`src/inc/t8w_pkg.sv`:
```
package t8w_pkg;

	// ==========================================================
	// Register map (byte addresses, one aligned word each)
	localparam logic [7:0] T8W_ADDR_CTRL = 8'h00;
	localparam logic [7:0] T8W_ADDR_COUNT = 8'h04;
	localparam logic [7:0] T8W_ADDR_COMPARE = 8'h08;
	localparam logic [7:0] T8W_ADDR_FLAGS = 8'h0c;
	localparam logic [7:0] T8W_ADDR_PINDIR = 8'h10;

	// ==========================================================
	// Reset values and counter limits
	localparam logic [7:0] T8W_RST_CTRL = 8'h00;
	localparam logic [7:0] T8W_RST_BYTE = 8'h00;
	localparam logic [7:0] T8W_BOTTOM = 8'h00;
	localparam logic [7:0] T8W_MAX = 8'hff;

	// ==========================================================
	// Field positions
	localparam int T8W_FORCE_BIT = 7;
	localparam int T8W_COM_LSB = 4;
	localparam int T8W_FLAG_OVF_BIT = 0;
	localparam int T8W_FLAG_CMP_BIT = 1;

	// ==========================================================
	// Wave mode select codes
	localparam logic [1:0] T8W_MODE_NORMAL = 2'h0;
	localparam logic [1:0] T8W_MODE_PCPWM = 2'h1;
	localparam logic [1:0] T8W_MODE_CTC = 2'h2;
	localparam logic [1:0] T8W_MODE_FAST = 2'h3;

	// ==========================================================
	// Output action select codes
	localparam logic [1:0] T8W_COM_OFF = 2'h0;
	localparam logic [1:0] T8W_COM_TOGGLE = 2'h1;
	localparam logic [1:0] T8W_COM_CLEAR = 2'h2;
	localparam logic [1:0] T8W_COM_SET = 2'h3;

	// ==========================================================
	// Clock select codes and prescaler tap masks
	localparam logic [2:0] T8W_CS_STOP = 3'h0;
	localparam logic [2:0] T8W_CS_DIV1 = 3'h1;
	localparam logic [2:0] T8W_CS_DIV8 = 3'h2;
	localparam logic [2:0] T8W_CS_DIV64 = 3'h3;
	localparam logic [2:0] T8W_CS_DIV256 = 3'h4;
	localparam logic [2:0] T8W_CS_DIV1024 = 3'h5;
	localparam logic [2:0] T8W_CS_EXT_FALL = 3'h6;
	localparam logic [2:0] T8W_CS_EXT_RISE = 3'h7;
	localparam logic [9:0] T8W_MASK8 = 10'h007;
	localparam logic [9:0] T8W_MASK64 = 10'h03f;
	localparam logic [9:0] T8W_MASK256 = 10'h0ff;
	localparam logic [9:0] T8W_MASK1024 = 10'h3ff;

	// ==========================================================
	// Timing figures and bus responses
	localparam logic [8:0] T8W_PC_PERIOD_LAST = 9'h1fd;
	localparam logic [1:0] T8W_RESP_OKAY = 2'h0;
	localparam logic [1:0] T8W_RESP_SLVERR = 2'h2;

	// Timer control register layout
	typedef struct packed {
		logic force_compare_strobe;
		logic wave_mode_low;
		logic [1:0] output_action_sel;
		logic wave_mode_high;
		logic [2:0] clock_sel;
	} t8w_ctrl_s;

endpackage

```
`src/t8w_top.sv`:
```
// Added by the designer: the AXI4-Lite slave port and the register addresses.
`timescale 1ns/100ps

module t8w_top
	import t8w_pkg::*;
(
	input wire logic aclk, // Bus and timer clock
	input wire logic aresetn, // Synchronous reset, low
	input wire logic [7:0] s_axi_awaddr, // Write address
	input wire logic s_axi_awvalid, // Write address valid
	output logic s_axi_awready, // Write address ready
	input wire logic [31:0] s_axi_wdata, // Write data
	input wire logic [3:0] s_axi_wstrb, // Write byte strobes
	input wire logic s_axi_wvalid, // Write data valid
	output logic s_axi_wready, // Write data ready
	output logic [1:0] s_axi_bresp, // Write response
	output logic s_axi_bvalid, // Write response valid
	input wire logic s_axi_bready, // Write response ready
	input wire logic [7:0] s_axi_araddr, // Read address
	input wire logic s_axi_arvalid, // Read address valid
	output logic s_axi_arready, // Read address ready
	output logic [31:0] s_axi_rdata, // Read data
	output logic [1:0] s_axi_rresp, // Read response
	output logic s_axi_rvalid, // Read data valid
	input wire logic s_axi_rready, // Read data ready
	input wire logic ext_tick_pin, // External count source pin
	output logic wave_pin_out, // Pin level from wave output
	output logic wave_pin_oe_n, // Pin enable, low drives
	output logic overflow_flag, // Sticky overflow flag
	output logic compare_flag // Sticky compare flag
);

	// ==========================================================
	// Decode helpers
	function automatic logic addr_ok(input logic [7:0] a);
		addr_ok = (a == T8W_ADDR_CTRL) || (a == T8W_ADDR_COUNT) ||
			(a == T8W_ADDR_COMPARE) || (a == T8W_ADDR_FLAGS) ||
			(a == T8W_ADDR_PINDIR);
	endfunction

	function automatic logic is_pwm(input logic [1:0] m);
		is_pwm = (m == T8W_MODE_PCPWM) || (m == T8W_MODE_FAST);
	endfunction

	function automatic logic match_act(input logic [1:0] c, input logic cur);
		case (c)
			T8W_COM_TOGGLE: match_act = ~cur;
			T8W_COM_CLEAR: match_act = 1'b0;
			T8W_COM_SET: match_act = 1'b1;
			default: match_act = cur;
		endcase
	endfunction

	// ==========================================================
	// State
	t8w_ctrl_s ctrl;
	logic [7:0] count_value;
	logic [7:0] compare_value;
	logic [7:0] ocr_act;
	logic port_dir;
	logic dir_up;
	logic blk;
	logic wave_out;
	logic [9:0] psc;
	logic ext_s1, ext_s2, ext_s3, ext_lvl;
	logic aw_got, w_got;
	logic [7:0] aw_addr;
	logic [7:0] w_data;
	logic w_strb0;
	logic rd_ctrl;

	logic [1:0] mode;
	logic [1:0] com;
	logic aw_hs, w_hs, ar_hs, wr_fire, wr_en;
	logic wr_ctrl, wr_count, wr_compare, wr_flags, wr_pindir;
	logic force_hit;
	logic tick, ext_edge;
	logic match, ovf_set, cmp_set, bottom_evt;
	logic up_res, down_res, connected;
	logic [7:0] next_count;
	logic next_dir_up;
	logic [7:0] rd_mux;

	assign mode = {ctrl.wave_mode_high, ctrl.wave_mode_low};
	assign com = ctrl.output_action_sel;

	// ==========================================================
	// AXI4-Lite handshakes
	assign aw_hs = s_axi_awvalid & s_axi_awready;
	assign w_hs = s_axi_wvalid & s_axi_wready;
	assign ar_hs = s_axi_arvalid & s_axi_arready;
	assign wr_fire = aw_got & w_got & ~s_axi_bvalid;
	assign wr_en = wr_fire & w_strb0;
	assign wr_ctrl = wr_en & (aw_addr == T8W_ADDR_CTRL);
	assign wr_count = wr_en & (aw_addr == T8W_ADDR_COUNT);
	assign wr_compare = wr_en & (aw_addr == T8W_ADDR_COMPARE);
	assign wr_flags = wr_en & (aw_addr == T8W_ADDR_FLAGS);
	assign wr_pindir = wr_en & (aw_addr == T8W_ADDR_PINDIR);

	// Write address and data captured in either order
	always_ff @(posedge aclk)
	begin
		if (!aresetn)
		begin
			aw_got <= 1'b0;
			w_got <= 1'b0;
			aw_addr <= T8W_RST_BYTE;
			w_data <= T8W_RST_BYTE;
			w_strb0 <= 1'b0;
			s_axi_awready <= 1'b0;
			s_axi_wready <= 1'b0;
			s_axi_bvalid <= 1'b0;
			s_axi_bresp <= T8W_RESP_OKAY;
		end
		else
		begin
			s_axi_awready <= ~aw_got & ~aw_hs & ~s_axi_bvalid;
			s_axi_wready <= ~w_got & ~w_hs & ~s_axi_bvalid;
			if (aw_hs)
			begin
				aw_got <= 1'b1;
				aw_addr <= s_axi_awaddr;
			end
			if (w_hs)
			begin
				w_got <= 1'b1;
				w_data <= s_axi_wdata[7:0];
				w_strb0 <= s_axi_wstrb[0];
			end
			if (wr_fire)
			begin
				aw_got <= 1'b0;
				w_got <= 1'b0;
				s_axi_bvalid <= 1'b1;
				s_axi_bresp <= addr_ok(aw_addr) ? T8W_RESP_OKAY :
					T8W_RESP_SLVERR;
			end
			else if (s_axi_bvalid & s_axi_bready)
				s_axi_bvalid <= 1'b0;
		end
	end

	// Read data mux, narrow registers in the low byte
	always_comb
	begin
		case (s_axi_araddr)
			T8W_ADDR_CTRL: rd_mux = {1'b0, ctrl[6:0]};
			T8W_ADDR_COUNT: rd_mux = count_value;
			T8W_ADDR_COMPARE: rd_mux = compare_value;
			T8W_ADDR_FLAGS: rd_mux = {6'h00, compare_flag, overflow_flag};
			T8W_ADDR_PINDIR: rd_mux = {7'h00, port_dir};
			default: rd_mux = T8W_RST_BYTE;
		endcase
	end

	// Read channel
	always_ff @(posedge aclk)
	begin
		if (!aresetn)
		begin
			s_axi_arready <= 1'b0;
			s_axi_rvalid <= 1'b0;
			s_axi_rdata <= 32'h0000_0000;
			s_axi_rresp <= T8W_RESP_OKAY;
			rd_ctrl <= 1'b0;
		end
		else
		begin
			s_axi_arready <= ~ar_hs & ~s_axi_rvalid;
			if (ar_hs)
			begin
				s_axi_rvalid <= 1'b1;
				s_axi_rdata <= {24'h00_0000, rd_mux};
				s_axi_rresp <= addr_ok(s_axi_araddr) ? T8W_RESP_OKAY :
					T8W_RESP_SLVERR;
				rd_ctrl <= (s_axi_araddr == T8W_ADDR_CTRL);
			end
			else if (s_axi_rvalid & s_axi_rready)
				s_axi_rvalid <= 1'b0;
		end
	end

	// ==========================================================
	// Software registers
	always_ff @(posedge aclk)
	begin
		if (!aresetn)
		begin
			ctrl <= T8W_RST_CTRL;
			compare_value <= T8W_RST_BYTE;
			port_dir <= 1'b0;
		end
		else
		begin
			if (wr_ctrl)
				ctrl <= {1'b0, w_data[6:0]};
			if (wr_compare)
				compare_value <= w_data;
			if (wr_pindir)
				port_dir <= w_data[0];
		end
	end

	// In PWM modes the force strobe is ignored; the rest of the write still loads ctrl
	assign force_hit = wr_ctrl & w_data[T8W_FORCE_BIT] &
		~is_pwm({w_data[3], w_data[6]});

	// ==========================================================
	// Tick generation: prescaler taps and filtered external pin
	always_ff @(posedge aclk)
	begin
		if (!aresetn)
			psc <= 10'h000;
		else
			psc <= psc + 10'h001;
	end

	// Three-stage pin sync; level accepted when stages two and three agree
	always_ff @(posedge aclk)
	begin
		if (!aresetn)
		begin
			ext_s1 <= 1'b0;
			ext_s2 <= 1'b0;
			ext_s3 <= 1'b0;
			ext_lvl <= 1'b0;
		end
		else
		begin
			ext_s1 <= ext_tick_pin;
			ext_s2 <= ext_s1;
			ext_s3 <= ext_s2;
			if (ext_s2 == ext_s3)
				ext_lvl <= ext_s3;
		end
	end

	assign ext_edge = (ext_s2 == ext_s3) & (ext_s3 != ext_lvl);

	always_comb
	begin
		case (ctrl.clock_sel)
			T8W_CS_DIV1: tick = 1'b1;
			T8W_CS_DIV8: tick = (psc & T8W_MASK8) == T8W_MASK8;
			T8W_CS_DIV64: tick = (psc & T8W_MASK64) == T8W_MASK64;
			T8W_CS_DIV256: tick = (psc & T8W_MASK256) == T8W_MASK256;
			T8W_CS_DIV1024: tick = psc == T8W_MASK1024;
			T8W_CS_EXT_FALL: tick = ext_edge & ~ext_s3;
			T8W_CS_EXT_RISE: tick = ext_edge & ext_s3;
			default: tick = 1'b0;
		endcase
	end

	// ==========================================================
	// Counter sequencing
	assign match = (count_value == ocr_act) & ~blk;

	always_comb
	begin
		next_count = count_value;
		next_dir_up = 1'b1;
		case (mode)
			T8W_MODE_PCPWM:
			begin
				next_dir_up = dir_up;
				if (dir_up && count_value == T8W_MAX)
				begin
					next_count = T8W_MAX - 8'h01;
					next_dir_up = 1'b0;
				end
				else if (!dir_up && count_value == T8W_BOTTOM)
				begin
					next_count = T8W_BOTTOM + 8'h01;
					next_dir_up = 1'b1;
				end
				else if (dir_up)
					next_count = count_value + 8'h01;
				else
					next_count = count_value - 8'h01;
			end
			T8W_MODE_CTC:
				next_count = (count_value == ocr_act) ? T8W_BOTTOM :
					count_value + 8'h01;
			default: next_count = count_value + 8'h01;
		endcase
	end

	always_ff @(posedge aclk)
	begin
		if (!aresetn)
		begin
			count_value <= T8W_BOTTOM;
			dir_up <= 1'b1;
			blk <= 1'b0;
		end
		else if (wr_count)
		begin
			count_value <= w_data;
			blk <= 1'b1;
		end
		else
		begin
			if (tick)
			begin
				count_value <= next_count;
				dir_up <= next_dir_up;
				blk <= 1'b0;
			end
			else if (mode != T8W_MODE_PCPWM)
				dir_up <= 1'b1;
		end
	end

	always_ff @(posedge aclk)
	begin
		if (!aresetn)
			ocr_act <= T8W_RST_BYTE;
		else if (!is_pwm(mode))
			ocr_act <= compare_value;
		else if (tick && count_value == T8W_MAX)
			ocr_act <= compare_value;
	end

	// ==========================================================
	// Flags: hardware set wins over a software write-one clear
	// bottom overflow in PC
	assign bottom_evt = tick & ~dir_up & (count_value == T8W_BOTTOM);
	assign ovf_set = (mode == T8W_MODE_PCPWM) ? bottom_evt :
		tick & (count_value == T8W_MAX);
	assign cmp_set = tick & match;

	always_ff @(posedge aclk)
	begin
		if (!aresetn)
		begin
			overflow_flag <= 1'b0;
			compare_flag <= 1'b0;
		end
		else
		begin
			overflow_flag <= ovf_set | (overflow_flag &
				~(wr_flags & w_data[T8W_FLAG_OVF_BIT]));
			compare_flag <= cmp_set | (compare_flag &
				~(wr_flags & w_data[T8W_FLAG_CMP_BIT]));
		end
	end

	// ==========================================================
	// Wave output generation
	// action 3 inverts in PWM modes; in normal and CTC it sets on match
	assign up_res = (com == T8W_COM_SET);
	assign down_res = (com == T8W_COM_CLEAR);

	always_ff @(posedge aclk)
	begin
		if (!aresetn)
			wave_out <= 1'b0;
		else if (force_hit)
			wave_out <= match_act(w_data[5:4], wave_out);
		else if (tick)
		begin
			case (mode)
				T8W_MODE_FAST:
				begin
					if (com[1] && count_value == T8W_MAX)
						wave_out <= down_res;
					else if (com[1] && match)
						wave_out <= up_res;
				end
				T8W_MODE_PCPWM:
				begin
					if (com[1] && count_value == T8W_MAX)
						wave_out <= (compare_value == T8W_MAX) ?
							down_res : up_res;
					else if (com[1] && match)
						wave_out <= (dir_up ||
							count_value == T8W_BOTTOM) ? up_res : down_res;
				end
				default:
					if (match)
						wave_out <= match_act(com, wave_out);
			endcase
		end
	end

	assign connected = (com != T8W_COM_OFF) &&
		!(is_pwm(mode) && com == T8W_COM_TOGGLE);

	always_ff @(posedge aclk)
	begin
		if (!aresetn)
		begin
			wave_pin_out <= 1'b0;
			wave_pin_oe_n <= 1'b1;
		end
		else
		begin
			wave_pin_out <= wave_out;
			wave_pin_oe_n <= ~(connected & port_dir);
		end
	end

	logic [8:0] per_cnt;
	logic per_valid;
	logic pc_mode;
	assign pc_mode = (mode == T8W_MODE_PCPWM);

	// Tick count between phase-correct bottoms
	always_ff @(posedge aclk)
	begin
		if (!aresetn || !pc_mode || wr_count)
		begin
			per_cnt <= 9'h000;
			per_valid <= 1'b0;
		end
		else if (bottom_evt)
		begin
			per_cnt <= 9'h000;
			per_valid <= 1'b1;
		end
		else if (tick)
			per_cnt <= per_cnt + 9'h001;
	end
endmodule // t8w_top

```
`config.mk`:
```
export PLATFORM = sky130hd
export DESIGN_NAME = t8w_top
export DESIGN_NICKNAME = d
export VERILOG_FILES = /design/src/inc/t8w_pkg.sv /design/src/t8w_top.sv
export SDC_FILE = /design/constraint.sdc
export NUM_CORES = 1
export LEC_CHECK = 0
export BUFFER_PORTS_ARGS = -buffer_cell sky130_fd_sc_hd__buf_2
export CAP_MARGIN = 25
export CORE_AREA = 3 3 156 97
export CTS_CLUSTER_DIAMETER = 150
export CTS_CLUSTER_SIZE = 30
export DETAILED_ROUTE_END_ITERATION = 10
export DIE_AREA = 0 0 159 100
export GPL_TIMING_DRIVEN = 0
export HOLD_SLACK_MARGIN = 0.15
export PLACE_DENSITY_LB_ADDON = 0.2
export SLEW_MARGIN = 25
export SYNTH_ARGS = -nofsm -noshare
export SYNTH_HDL_FRONTEND = slang
export SYNTH_SLANG_ARGS = --single-unit
```
`constraint.sdc`:
```
create_clock -name aclk -period 2 [get_ports aclk]
set_input_delay 0.1 -clock aclk [delete_from_list [all_inputs] [get_ports aclk]]
set_output_delay 0.1 -clock aclk [all_outputs]
set_load 0.01 [all_outputs]
```
==> metrics.txt <==
Starting Density 0.352; Routed WL per cell 18.1 µm; Power Density 614 nW/µm²; slew of the pin with the lowest slew margin 0.714 ns; Slew headroom 0.524; Yosys cell types 62; RSZ-0062 raised after global routing true; most frequent cells in the layout 97 x nand2_1, 77 x dfxtp_1, 52 x buf_2; Pint 2970 µW; share of power burned in combinational logic 0.090; Placed Area 5430 µm²; Core Box Area 13700 µm²; number of diodes 0; Worst Path Max Fanout 8; routability cong. 0.926; Setup crit start count_value[0]; final setup violation count 25; EDFF count, synth 0; Cells after DPL 857; clock latency on the worst-skew pair 0.35 ns; critical path capture point type flip-flop; hold_ws 0.174 ns; Worst EP arrival 2.44 ns; layout cell share with drive strength beyond 1 0.288; Seq pwr share 0.456; Clock Path Buffers 2; CTS clk-pin slew, worst paths 0.07 ns; clock root buffer clkbuf_16; #FFs+latches synth 87; total number of vias 4706; r2r startpoint count_value[0]; drt initial violations 473; Clock power frac 0.454; Synth Flop Type dfxtp_1; Layout Cells excl Fill 908; Final Hold Vio Count 0; CP Cell Sequence buf_4 > inv_1 > ha_1 > nor3b_4 > and2_1 > a21oi_1 > o221ai_1 > a221o_1 > a21boi_1; delay-heaviest family, CP compound AO/OA/AOI/OAI gates; hold crit path type in2reg; switching pwr 1020 µW; Top Ports 105; NumNets Final 780; Mapped Area 4820 µm²; Buf/Inv on CP 2; hold path start s_axi_araddr[6]; CP Class reg2reg; cell count after synthesis 589; Switching Share 0.255; Synth Area in XOR/XNOR 0.0382; Post-Synth Simple-Gate Area 0.267; Final Cycle Share 1.08; Finished Core Util 0.475; largest net degree at the start of global routing 17; FFs w/ async S/R, synth 0; Final Max Slew Viols 0; adder-cell share of the synthesized area 0.0234; setup ws final -0.161 ns; fin area 6500 µm²; leakage 0.00249 µW; syn avg cell area 8.18 µm²; I/O Buffers 51; via/cell ratio 5.18; crit path time final 2.16 ns; Fin Clk Skew 0.00686 ns; slowest CP cell a221o_1; Compound-Gate Fraction of Synth Area 0.186; vias in the first global route 4379; global-route wire length before repair 25100 µm; status complete, but fails checks; DIE AREA 15900 µm²; Die Width 159 µm; Cell Rows 33; slowest stage delay, CP 0.37 ns; total grt overflow 0; most common cell after layout, fill and taps aside nand2_1; CTS tree done; Max Clk Rate 463 MHz; DR DRC count 0; Seq/Total Area, Yosys 0.361; clk sinks 87; DRT Wirelength 16400 µm; max cap viols 0; drt first pass iters 5; GR Util All Layers 0.204; maximum VDD drop 0.000373 V; CTS H-Tree Depth 3; total CTS buffers 9; area delta synth->final 34.9%; Yosys warning total 0; Crit path required time 2.28 ns; initial antenna violation count 0; largest family of logic cells by synthesized area simple AND/OR/NAND/NOR gates; post-DP HPWL 11700 µm; post-route ant nets 0; CP Launch Type flip-flop; die height 100 µm; failing checks negative setup slack; mux contribution to synthesized area 0.0467
[synth_stat cells (4+ instances only)]
| cell | n | area (µm²) |
|---|---|---|
| o21ai_1 | 11 | 55.1 |
| a221oi_1 | 5 | 43.8 |
| o21ai_0 | 29 | 145 |
| buf_4 | 27 | 203 |
| ha_1 | 9 | 113 |
| a21boi_1 | 17 | 128 |
| and2_1 | 23 | 144 |
| xnor2_1 | 17 | 149 |
| clkbuf_1 | 26 | 97.6 |
| nand2b_1 | 6 | 37.5 |
| nor3b_1 | 5 | 37.5 |
| nand3_1 | 23 | 115 |
| a21boi_0 | 30 | 225 |
| dfxtp_1 | 87 | 1740 |
| nand2_1 | 108 | 405 |
| inv_1 | 10 | 37.5 |
| nor3_1 | 6 | 30.0 |
| xor2_1 | 4 | 35.0 |
| nor2b_1 | 19 | 119 |
| a21oi_1 | 11 | 55.1 |
| a211oi_1 | 5 | 37.5 |
| nand4_1 | 9 | 56.3 |
| mux2i_1 | 18 | 180 |
| nor2_1 | 22 | 82.6 |
[cell families after synthesis]
| kind of cell | after synthesis |
|---|---|
| AND/OR/NAND/NOR | 250 |
| multiplexers | 20 |
| adder cells (fa/ha/maj) | 9 |
| other | 1 |
| AO/OA/AOI/OAI | 133 |
| buffers and inverters | 68 |
| flip-flops | 87 |
| XOR/XNOR | 21 |
[power by group through the flow]
stage / Combinational, µW / Sequential (µW) / Clock [µW]
after floorplan: 185 / 1840 / 0
after global placement: 277 / 1850 / 0
after detailed placement: 281 / 1850 / 0
after CTS: 347 / 1820 / 1820
after global routing: 392 / 1830 / 1900
final: 359 / 1820 / 1810
[layout make-up]
class	count	area, µm²
Fill cell	1336	7200
Clock buffer	10	239
Timing Repair Buffer	92	662
Clock inverter	6	77.6
Inverter	10	37.5
Multi-Input combinational cell	460	3160
Buffer	51	333
Sequential cell	87	1760
Tap cell	192	240
[through the flow]
stage | setup slack (ns) | TNS [ns] | total power (µW)
after floorplan | -0.0165 | -0.0165 | 2030
after global placement | -0.550 | -7.16 | 2130
after detailed placement | -0.610 | -7.85 | 2130
after CTS | -0.177 | -1.62 | 3990
after global routing | -0.229 | -3.95 | 4110
final | -0.161 | -1.81 | 3990
[final timing paths]
kind | endpoint | slack, ns | cells after the start
worst min-delay path | s_axi_rresp[1] | 0.17 | 4
worst max register to register | wave_out | -0.16 | 9
worst max-delay path | wave_out | -0.16 | 9
worst min register to register | ext_s2 | 0.44 | 1
[metal layers]
layer  vias up  routed length [µm]  track usage
li1       2249                   -            -
met1      2229                8420        0.318
met2       208                6340        0.273
met3        20                1500       0.0573
met4         0                 178       0.0424
met5         -                   0            0
[state kept, by name, indices dropped and copies added (netlist names), 2 cells and up]
signal / count
aw_addr: 8
com: 2
compare_value: 8
count_value: 8
ctrl: 5
ocr_act: 8
psc: 10
s_axi_rdata: 8
w_data: 8
[tightest hold or removal path: stages]
cell	delay, ns
buf_2	0.08
nor2_1	0.03
nand2_1	0.10
o221a_2	0.20
[what timing repair did]
| action | 4_1_cts | 5_1_grt |
|---|---|---|
| setup buffers | 17 | 2 |
| hold buffers | 21 | 0 |
| hold endpoints to repair | 21 | 0 |
| resized for setup | 67 | 41 |
| pin swaps | 25 | 24 |
| setup endpoints to repair | 36 | 37 |
| gates cloned | 2 | 0 |
Note: power is estimated with default switching activity, not from simulation.
